File: config.mk
export PLATFORM = sky130hd
export DESIGN_NAME = mouse_host
export DESIGN_NICKNAME = d
export VERILOG_FILES = /design/src/rtl/mouse_link_pkg.sv /design/src/rtl/pin_sync.sv /design/src/rtl/report_fifo.sv /design/src/rtl/mouse_host.sv
export SDC_FILE = /design/constraint.sdc
export NUM_CORES = 1
export LEC_CHECK = 0
export ABC_AREA = 1
export BUFFER_PORTS_ARGS = -buffer_cell sky130_fd_sc_hd__buf_4
export CAP_MARGIN = 0
export CORE_UTILIZATION = 50
export CTS_CLUSTER_SIZE = 8
export DETAILED_ROUTE_END_ITERATION = 8
export HOLD_SLACK_MARGIN = 0.15
export PLACE_DENSITY = 0.66
export SETUP_SLACK_MARGIN = 0.02
export SYNTH_ARGS = -nofsm -noshare
export SYNTH_HDL_FRONTEND = slang
export SYNTH_SLANG_ARGS = --single-unit
File: constraint.sdc
create_clock -name sys_clk -period 4.3 [get_ports sys_clk]
set_clock_uncertainty 0.1 [all_clocks]
set_input_delay 1.29 -clock sys_clk [delete_from_list [all_inputs] [get_ports sys_clk]]
set_output_delay 1.29 -clock sys_clk [all_outputs]
set_load 0.1 [all_outputs]
File: src/rtl/mouse_link_pkg.sv
package mouse_link_pkg;

  localparam int unsigned SYS_CLK_MHZ      = 200;
  localparam int unsigned INHIBIT_TIME_US  = 100;
  localparam int unsigned RESPONSE_TIME_MS = 10;
  localparam int unsigned RX_GAP_TIME_MS   = 2;

  // Least time rounds up, longest time rounds down; both are exact here
  localparam int unsigned INHIBIT_CYC_DEF  =
    (INHIBIT_TIME_US * SYS_CLK_MHZ * 1000 + 999) / 1000;
  localparam int unsigned RESPONSE_CYC_DEF =
    RESPONSE_TIME_MS * 1000 * SYS_CLK_MHZ;
  localparam int unsigned RX_GAP_CYC_DEF   =
    RX_GAP_TIME_MS * 1000 * SYS_CLK_MHZ;

  localparam int unsigned SLICE_BITS = 11;
  localparam int unsigned SLICES     = 3;
  localparam int unsigned FRAME_BITS = SLICE_BITS * SLICES;
  localparam int unsigned START_POS  = 0;
  localparam int unsigned DATA_POS   = 1;
  localparam int unsigned PAR_POS    = 9;
  localparam int unsigned STOP_POS   = 10;
  localparam int unsigned BYTE_BITS  = 8;

  localparam logic [5:0]  TX_LAST_DATA = 6'h08;
  localparam logic [5:0]  TX_STOP_IDX  = 6'h09;
  localparam logic [5:0]  TX_ACK_IDX   = 6'h0a;

  localparam logic [7:0]  CMD_ENABLE   = 8'hf4;
  localparam int unsigned X_SIGN_POS   = 4;
  localparam int unsigned Y_SIGN_POS   = 5;
  localparam int unsigned BTN_BITS     = 3;
  localparam int unsigned DISP_BITS    = 16;
  localparam int unsigned REPORT_BITS  = SLICES * BYTE_BITS;
  localparam int unsigned FIFO_DEPTH   = 4;
  localparam int unsigned SYNC_BITS    = 4;

  typedef enum logic [2:0] {
    S_IDLE,
    S_INHIBIT,
    S_REQUEST,
    S_TX
  } link_state_e;

endpackage : mouse_link_pkg

File: src/rtl/pin_sync.sv
module pin_sync #(
  parameter int unsigned W = 4
) (
  input  wire logic         sys_clk,
  input  wire logic         reset_n,
  input  wire logic [W-1:0] din,
  output logic      [W-1:0] dout
);

  typedef struct packed {
    logic [W-1:0] s1;
    logic [W-1:0] s2;
  } sync_s;

  sync_s r_r;
  sync_s r_nxt;

  always_comb begin
    r_nxt    = r_r;
    r_nxt.s1 = din;
    r_nxt.s2 = r_r.s1;
  end

  always_ff @(posedge sys_clk or negedge reset_n) begin
    if (!reset_n) begin
      r_r <= '1;
    end else begin
      r_r <= r_nxt;
    end
  end

  assign dout = r_r.s2;

endmodule : pin_sync

File: src/rtl/report_fifo.sv
module report_fifo #(
  parameter int unsigned W     = 24,
  parameter int unsigned DEPTH = 4
) (
  input  wire logic         sys_clk,
  input  wire logic         reset_n,
  input  wire logic         in_valid,
  output logic              in_ready,
  input  wire logic [W-1:0] in_data,
  output logic              out_valid,
  input  wire logic         out_ready,
  output logic      [W-1:0] out_data
);

  localparam int unsigned AW = (DEPTH > 1) ? $clog2(DEPTH) : 1;
  localparam logic [AW:0] FULL = (AW + 1)'(DEPTH);
  localparam logic [AW-1:0] LAST = AW'(DEPTH - 1);

  typedef struct packed {
    logic [DEPTH-1:0][W-1:0] mem;
    logic [AW-1:0]           wr;
    logic [AW-1:0]           rd;
    logic [AW:0]             cnt;
  } fifo_s;

  fifo_s r_r;
  fifo_s r_nxt;
  logic  push;
  logic  pop;

  assign in_ready  = (r_r.cnt != FULL);
  assign out_valid = (r_r.cnt != '0);
  assign out_data  = r_r.mem[r_r.rd];
  assign push      = in_valid & in_ready;
  assign pop       = out_valid & out_ready;

  always_comb begin
    r_nxt = r_r;
    if (push) begin
      r_nxt.mem[r_r.wr] = in_data;
      r_nxt.wr = (r_r.wr == LAST) ? '0 : r_r.wr + 1'b1;
    end
    if (pop) begin
      r_nxt.rd = (r_r.rd == LAST) ? '0 : r_r.rd + 1'b1;
    end
    r_nxt.cnt = r_r.cnt + (AW + 1)'(push) - (AW + 1)'(pop);
  end

  always_ff @(posedge sys_clk or negedge reset_n) begin
    if (!reset_n) begin
      r_r <= '0;
    end else begin
      r_r <= r_nxt;
    end
  end

endmodule : report_fifo

File: src/rtl/mouse_host.sv
module mouse_host
  import mouse_link_pkg::*;
#(
  parameter int unsigned INHIBIT_CYCLES  = INHIBIT_CYC_DEF,
  parameter int unsigned RESPONSE_CYCLES = RESPONSE_CYC_DEF,
  parameter int unsigned RX_GAP_CYCLES   = RX_GAP_CYC_DEF,
  parameter int unsigned DEPTH           = FIFO_DEPTH
) (
  input  wire logic                   sys_clk,
  input  wire logic                   reset_n,
  input  wire logic                   link_clk_in,
  output logic                        link_clk_out,
  output logic                        link_clk_oe_n,
  input  wire logic                   link_data_in,
  output logic                        link_data_out,
  output logic                        link_data_oe_n,
  input  wire logic                   send_btn_n,
  input  wire logic                   clear_btn_n,
  output logic                        report_valid,
  input  wire logic                   report_ready,
  output logic [REPORT_BITS-1:0]      report_data,
  output logic [DISP_BITS-1:0]        x_disp,
  output logic [DISP_BITS-1:0]        y_disp,
  output logic [BTN_BITS-1:0]         buttons,
  output logic                        parity_err,
  output logic                        ack_err,
  output logic                        timeout
);

  typedef struct packed {
    link_state_e            st;
    logic [5:0]             bit_cnt;
    logic [FRAME_BITS-1:0]  shreg;
    logic [8:0]             tx_sh;
    logic [31:0]            timer;
    logic                   skip_ack;
    logic                   check;
    logic                   send_req;
    logic                   pend;
    logic [REPORT_BITS-1:0] frame;
    logic                   clk_drive;
    logic                   data_drive;
    logic                   parity_err;
    logic                   ack_err;
    logic                   timeout;
    logic [DISP_BITS-1:0]   x_acc;
    logic [DISP_BITS-1:0]   y_acc;
    logic [BTN_BITS-1:0]    btn;
    logic                   clk_prev;
    logic                   send_prev;
    logic                   clear_prev;
  } ctl_s;

  ctl_s r_r;
  ctl_s r_nxt;

  logic [SYNC_BITS-1:0]   sync_q;
  logic                   clk_s;
  logic                   data_s;
  logic                   send_s;
  logic                   clear_s;
  logic                   clk_fall;
  logic                   send_press;
  logic                   clear_press;
  logic                   fifo_in_ready;
  logic [SLICES-1:0]      slice_ok;
  logic [REPORT_BITS-1:0] slice_bytes;
  logic [5:0]             rx_last;

  ////////////////////////////////////////////////////////////////////////////
  // Pin synchronisers

  pin_sync #(
    .W (SYNC_BITS)
  ) u_sync (
    .sys_clk (sys_clk),
    .reset_n (reset_n),
    .din     ({link_clk_in, link_data_in, send_btn_n, clear_btn_n}),
    .dout    (sync_q)
  );

  assign {clk_s, data_s, send_s, clear_s} = sync_q;
  assign clk_fall    = r_r.clk_prev & ~clk_s & ~r_r.clk_drive;
  assign send_press  = r_r.send_prev & ~send_s;
  assign clear_press = r_r.clear_prev & ~clear_s;
  assign rx_last     = r_r.skip_ack ? 6'(SLICE_BITS - 1)
                                    : 6'(FRAME_BITS - 1);

  ////////////////////////////////////////////////////////////////////////////
  // Slice checks

  for (genvar k = 0; k < SLICES; k++) begin : g_slice
    localparam int unsigned B = k * SLICE_BITS;
    assign slice_ok[k] = ~r_r.shreg[B + START_POS]
                       & r_r.shreg[B + STOP_POS]
                       & (^r_r.shreg[B + PAR_POS:B + DATA_POS]);
    assign slice_bytes[k*BYTE_BITS +: BYTE_BITS] =
      r_r.shreg[B + DATA_POS +: BYTE_BITS];
  end

  ////////////////////////////////////////////////////////////////////////////
  // Report buffer

  report_fifo #(
    .W     (REPORT_BITS),
    .DEPTH (DEPTH)
  ) u_fifo (
    .sys_clk   (sys_clk),
    .reset_n   (reset_n),
    .in_valid  (r_r.pend),
    .in_ready  (fifo_in_ready),
    .in_data   (r_r.frame),
    .out_valid (report_valid),
    .out_ready (report_ready),
    .out_data  (report_data)
  );

  ////////////////////////////////////////////////////////////////////////////
  // Control

  always_comb begin
    r_nxt            = r_r;
    r_nxt.clk_prev   = clk_s;
    r_nxt.send_prev  = send_s;
    r_nxt.clear_prev = clear_s;
    r_nxt.check      = 1'b0;
    if (send_press) begin
      r_nxt.send_req = 1'b1;
    end
    if (clear_press) begin
      r_nxt.x_acc      = '0;
      r_nxt.y_acc      = '0;
      r_nxt.parity_err = 1'b0;
      r_nxt.ack_err    = 1'b0;
      r_nxt.timeout    = 1'b0;
    end
    if (r_r.pend && fifo_in_ready) begin
      r_nxt.pend = 1'b0;
    end
    if (r_r.check) begin
      if (&slice_ok) begin
        r_nxt.frame = slice_bytes;
        r_nxt.pend  = 1'b1;
        r_nxt.btn   = slice_bytes[BTN_BITS-1:0];
        r_nxt.x_acc = r_nxt.x_acc + {{BYTE_BITS{slice_bytes[X_SIGN_POS]}},
                      slice_bytes[BYTE_BITS +: BYTE_BITS]};
        r_nxt.y_acc = r_nxt.y_acc + {{BYTE_BITS{slice_bytes[Y_SIGN_POS]}},
                      slice_bytes[2*BYTE_BITS +: BYTE_BITS]};
      end else begin
        r_nxt.parity_err = 1'b1;
      end
    end
    unique case (r_r.st)
      S_IDLE: begin
        r_nxt.data_drive = 1'b0;
        r_nxt.clk_drive  = r_nxt.pend & ~fifo_in_ready;
        if (clk_fall) begin
          r_nxt.shreg   = {data_s, r_r.shreg[FRAME_BITS-1:1]};
          r_nxt.timer   = '0;
          r_nxt.bit_cnt = r_r.bit_cnt + 6'h01;
          if (r_r.bit_cnt == rx_last) begin
            r_nxt.bit_cnt  = '0;
            r_nxt.check    = ~r_r.skip_ack;
            r_nxt.skip_ack = 1'b0;
          end
        end else if (r_r.bit_cnt != '0) begin
          r_nxt.timer = r_r.timer + 32'h1;
          if (r_r.timer == 32'(RX_GAP_CYCLES - 1)) begin
            r_nxt.bit_cnt  = '0;
            r_nxt.timer    = '0;
            r_nxt.skip_ack = 1'b0;
          end
        end else if (r_r.send_req && !r_r.pend && !r_r.check) begin
          r_nxt.send_req  = 1'b0;
          r_nxt.st        = S_INHIBIT;
          r_nxt.clk_drive = 1'b1;
          r_nxt.timer     = '0;
          r_nxt.tx_sh     = {~^CMD_ENABLE, CMD_ENABLE};
          r_nxt.skip_ack  = 1'b0;
        end
      end
      S_INHIBIT: begin
        r_nxt.timer = r_r.timer + 32'h1;
        if (r_r.timer == 32'(INHIBIT_CYCLES - 1)) begin
          r_nxt.data_drive = 1'b1;
          r_nxt.st         = S_REQUEST;
          r_nxt.timer      = '0;
        end
      end
      S_REQUEST: begin
        r_nxt.clk_drive = 1'b0;
        r_nxt.st        = S_TX;
        r_nxt.bit_cnt   = '0;
        r_nxt.timer     = '0;
      end
      S_TX: begin
        r_nxt.timer = r_r.timer + 32'h1;
        if (clk_fall) begin
          r_nxt.timer   = '0;
          r_nxt.bit_cnt = r_r.bit_cnt + 6'h01;
          if (r_r.bit_cnt <= TX_LAST_DATA) begin
            r_nxt.data_drive = ~r_r.tx_sh[0];
            r_nxt.tx_sh      = {1'b1, r_r.tx_sh[8:1]};
          end else if (r_r.bit_cnt == TX_STOP_IDX) begin
            r_nxt.data_drive = 1'b0;
          end else begin
            r_nxt.ack_err  = r_nxt.ack_err | data_s;
            r_nxt.skip_ack = ~data_s;
            r_nxt.bit_cnt  = '0;
            r_nxt.st       = S_IDLE;
          end
        end else if (r_r.timer == 32'(RESPONSE_CYCLES - 1)) begin
          r_nxt.timeout    = 1'b1;
          r_nxt.data_drive = 1'b0;
          r_nxt.bit_cnt    = '0;
          r_nxt.timer      = '0;
          r_nxt.st         = S_IDLE;
        end
      end
    endcase
  end

  always_ff @(posedge sys_clk or negedge reset_n) begin
    if (!reset_n) begin
      r_r            <= '0;
      r_r.st         <= S_IDLE;
      r_r.clk_prev   <= 1'b1;
      r_r.send_prev  <= 1'b1;
      r_r.clear_prev <= 1'b1;
    end else begin
      r_r <= r_nxt;
    end
  end

  ////////////////////////////////////////////////////////////////////////////
  // Outputs

  assign link_clk_out   = 1'b0;
  assign link_data_out  = 1'b0;
  assign link_clk_oe_n  = ~r_r.clk_drive;
  assign link_data_oe_n = ~r_r.data_drive;
  assign x_disp         = r_r.x_acc;
  assign y_disp         = r_r.y_acc;
  assign buttons        = r_r.btn;
  assign parity_err     = r_r.parity_err;
  assign ack_err        = r_r.ack_err;
  assign timeout        = r_r.timeout;
endmodule : mouse_host

==> impl_metrics.ini <==
[global_routing]
track_usage_pct = 23.21
grt_pass1_vias = 11470
overflow = 0
antenna_found_initial = 0
grt_pass1_wl_um = 55080
grt_max_degree = 93

[die]
core_um2 = 28010
io_pins = 74
die_h_um = 171.6
initial_core_util_pct = 51.36
die_w_um = 171.6
rows = 61
die_area_um2 = 29450

[clocking]
clk_latency_ns = 0.52
cts_made_buffers = 38
cts_tree = yes
clock-root-buffer = clkbuf_16
cts_resized = 0
hold_buffers = 0
postCtsSetupBuffers = 0
cts.path.max_buffers = 3
cts.sinks = 261
htreeDepth = 2
path_clk_slew_ns = 0.05

[cells_and_area]
area_delta_synth_final_pct = 10.85
final_common_cell = nand2_1
multi_input_area_um2 = 6421
drive_above_1_share_pct = 10.93
stdcell_count = 2244
fin_area_um2 = 15950
final_cell_mix = nand2_1, dfrtp_1, o21ai_0
antenna_cells = 0
fillers = 2582
final_nets = 1914
fin_util_pct = 56.93
seq_area_um2 = 6545

[status]
status = finished clean

[yosys]
synth_edf_count = 0
yosysUniqueCellTypes = 54
syn_avg_cell_area_um2 = 7.835
synthArstFlopShare_pct = 100.0
ys.flop_type = dfrtp_1
yosys_warnings = 0
ys_ff_latch = 261
syn_inst = 1836
yosysSeqAreaShare_pct = 45.50
netlist_area_um2 = 14390

[setup_path]
required_ns = 2.91
cp-end-kind = output pin
r2r_cells = 16
rr_endpoint = y_disp[14]
r2r-start = r_r[0]
crit_path_start_kind = flop
cp_max_fo = 25
arrival_ns = 2.33
r2r_slack_ns = 0.79
path_class = reg2out

[placement]
dp.cells = 2195
hpwl_um = 22360
gp_congestion = 0.9083
portBuffers = 71
placed_area_um2 = 14900

[detailed_routing]
antenna_left = 0
drt_wl_total_um = 32890
avgRoutedWirePerCell_um = 14.66
drt_iter0_drc = 691
vias = 11710
drt_pass1_iterations = 5
vias_per_cell = 5.218
drcViolationCount = 0

[hold_path]
hold_class = reg2reg
min_from = u_sync.r_nxt[2]
whs_path_depth = 0
hold_end = u_sync.dout[2]

[sta]
fin_tns_setup_ns = 0
finalMaxSlewViolations = 0
fmax_mhz = 268.9
rsz0062_at_grt = false
max_slew.worst_pin.slew_ns = 0.9950
hold_viol = 0
slew_headroom_pct = 33.43
setup_viol = 0
finalCritPeriodShare_pct = 86.49
layout_min_cycle_time_ns = 3.719

[pwr]
finalPower_w = 0.009202
p_per_area_nw_per_um2 = 577.1
ir_worst_vdd_uv = 468.2
p_leak_nw = 7.609

[run]
cap_viol_max_count = 0
==> registers in the layout, summed over array words and instances (netlist names) <==
| signal | cells |
|---|---|
| parity_err | 1 |
| u_fifo.r_r | 103 |
| u_sync.dout | 4 |
| x_disp | 16 |
| u_sync.r_nxt | 4 |
| y_disp | 16 |
| ack_err | 1 |
| r_r | 115 |
| timeout | 1 |
==> cells in the mapped netlist, types with 2 or more instances <==
library cell  instances  area share [%]
ha_1                 47             4.1
buf_4                37             1.9
nor2_2               16            0.70
o21bai_1              5            0.26
nor3_1               26            0.90
nor4_1                3            0.13
o211ai_1              2            0.10
fa_1                  3            0.42
nor3_2                2            0.14
nor2_1              185             4.8
o21ai_0             226             7.9
nand2_1             457              12
dfrtp_1             250              43
a21oi_1              50             1.7
xor2_1               29             1.8
inv_2                 7            0.18
o22ai_1              27             1.2
a21o_1                4            0.21
nand2_2               3            0.13
nand3_1              70             2.4
a22oi_1               5            0.26
o2111ai_1             3            0.18
o21ai_1              11            0.38
dfstp_2              11             2.0
a31o_2                2            0.12
clkbuf_1             34            0.89
buf_2                16            0.56
inv_1               204             5.3
nand3b_1              5            0.26
buf_6                11            0.86
xnor2_1              16            0.97
o21ai_2              25             1.5
nand4_1              22            0.96
or2_2                 2           0.087
==> power breakdown <==
group | leakage [nW] | total, W | internal [W] | switching (W)
sequential | 3.55 | 0.00285 | 0.00265 | 0.000203
combinational | 3.55 | 0.00367 | 0.000887 | 0.00278
clock | 0.510 | 0.00268 | 0.00162 | 0.00106
==> stage by stage <==
step                setup WS (ns)  hold WS, ns
floorplan                  0.3797       0.2452
global placement           0.8659       0.2463
detailed placement         0.7711       0.2468
CTS                        0.5582       0.2511
global route               0.4393       0.2536
finish                     0.5811       0.2461
==> worst max-delay path, cell delays in order, from the launching register on <==
cell     delay, ns
dfrtp_1       0.37
inv_1         0.63
o21ai_0       0.20
o22ai_1       0.25
buf_4         0.34
==> metal layers <==
layer  global-route usage [%]  routed length (µm)  up-vias
met4                    6.949                 596        0
met2                    40.31               16120      206
li1                         -                   -     5922
met5                        0                   0        -
met1                    29.87               14970     5534
met3                    3.336                1198       48
==> kinds of logic after synthesis <==
family                   Yosys count  synth area share [%]
AND/OR/NAND/NOR                  799                 23.14
AO/OA/AOI/OAI                    365                 14.08
buffers and inverters            315                 10.01
flip-flops                       261                 45.50
adder cells (fa/ha/maj)           50                 4.506
XOR/XNOR                          45                 2.740
other                              1               0.02607
==> area by class of cell <==
class / instances / area share (%)
clock buffer: 46 / 6.214
clock inverter: 3 / 0.3531
inverter: 214 / 5.061
multi-input combinational: 1261 / 40.27
sequential: 261 / 41.04
tap: 378 / 2.966
timing repair buffer: 81 / 4.096
==> how the worst max path moves through the flow <==
stage / startpoint / to / slack [ns] / depth (start not counted)
2_1_floorplan: u_fifo.r_r[3] / report_data[14] / 0.38 / 5
3_5_place_dp: r_r[0] / y_disp[14] / 0.77 / 16
5_1_grt: u_fifo.r_r[4] / report_data[18] / 0.44 / 4
3_3_place_gp: r_r[0] / y_disp[14] / 0.87 / 16
6_report: u_fifo.r_r[4] / report_data[18] / 0.58 / 4
4_1_cts: u_fifo.r_r[4] / report_data[18] / 0.56 / 4
Note: power is estimated with default switching activity, not from simulation.
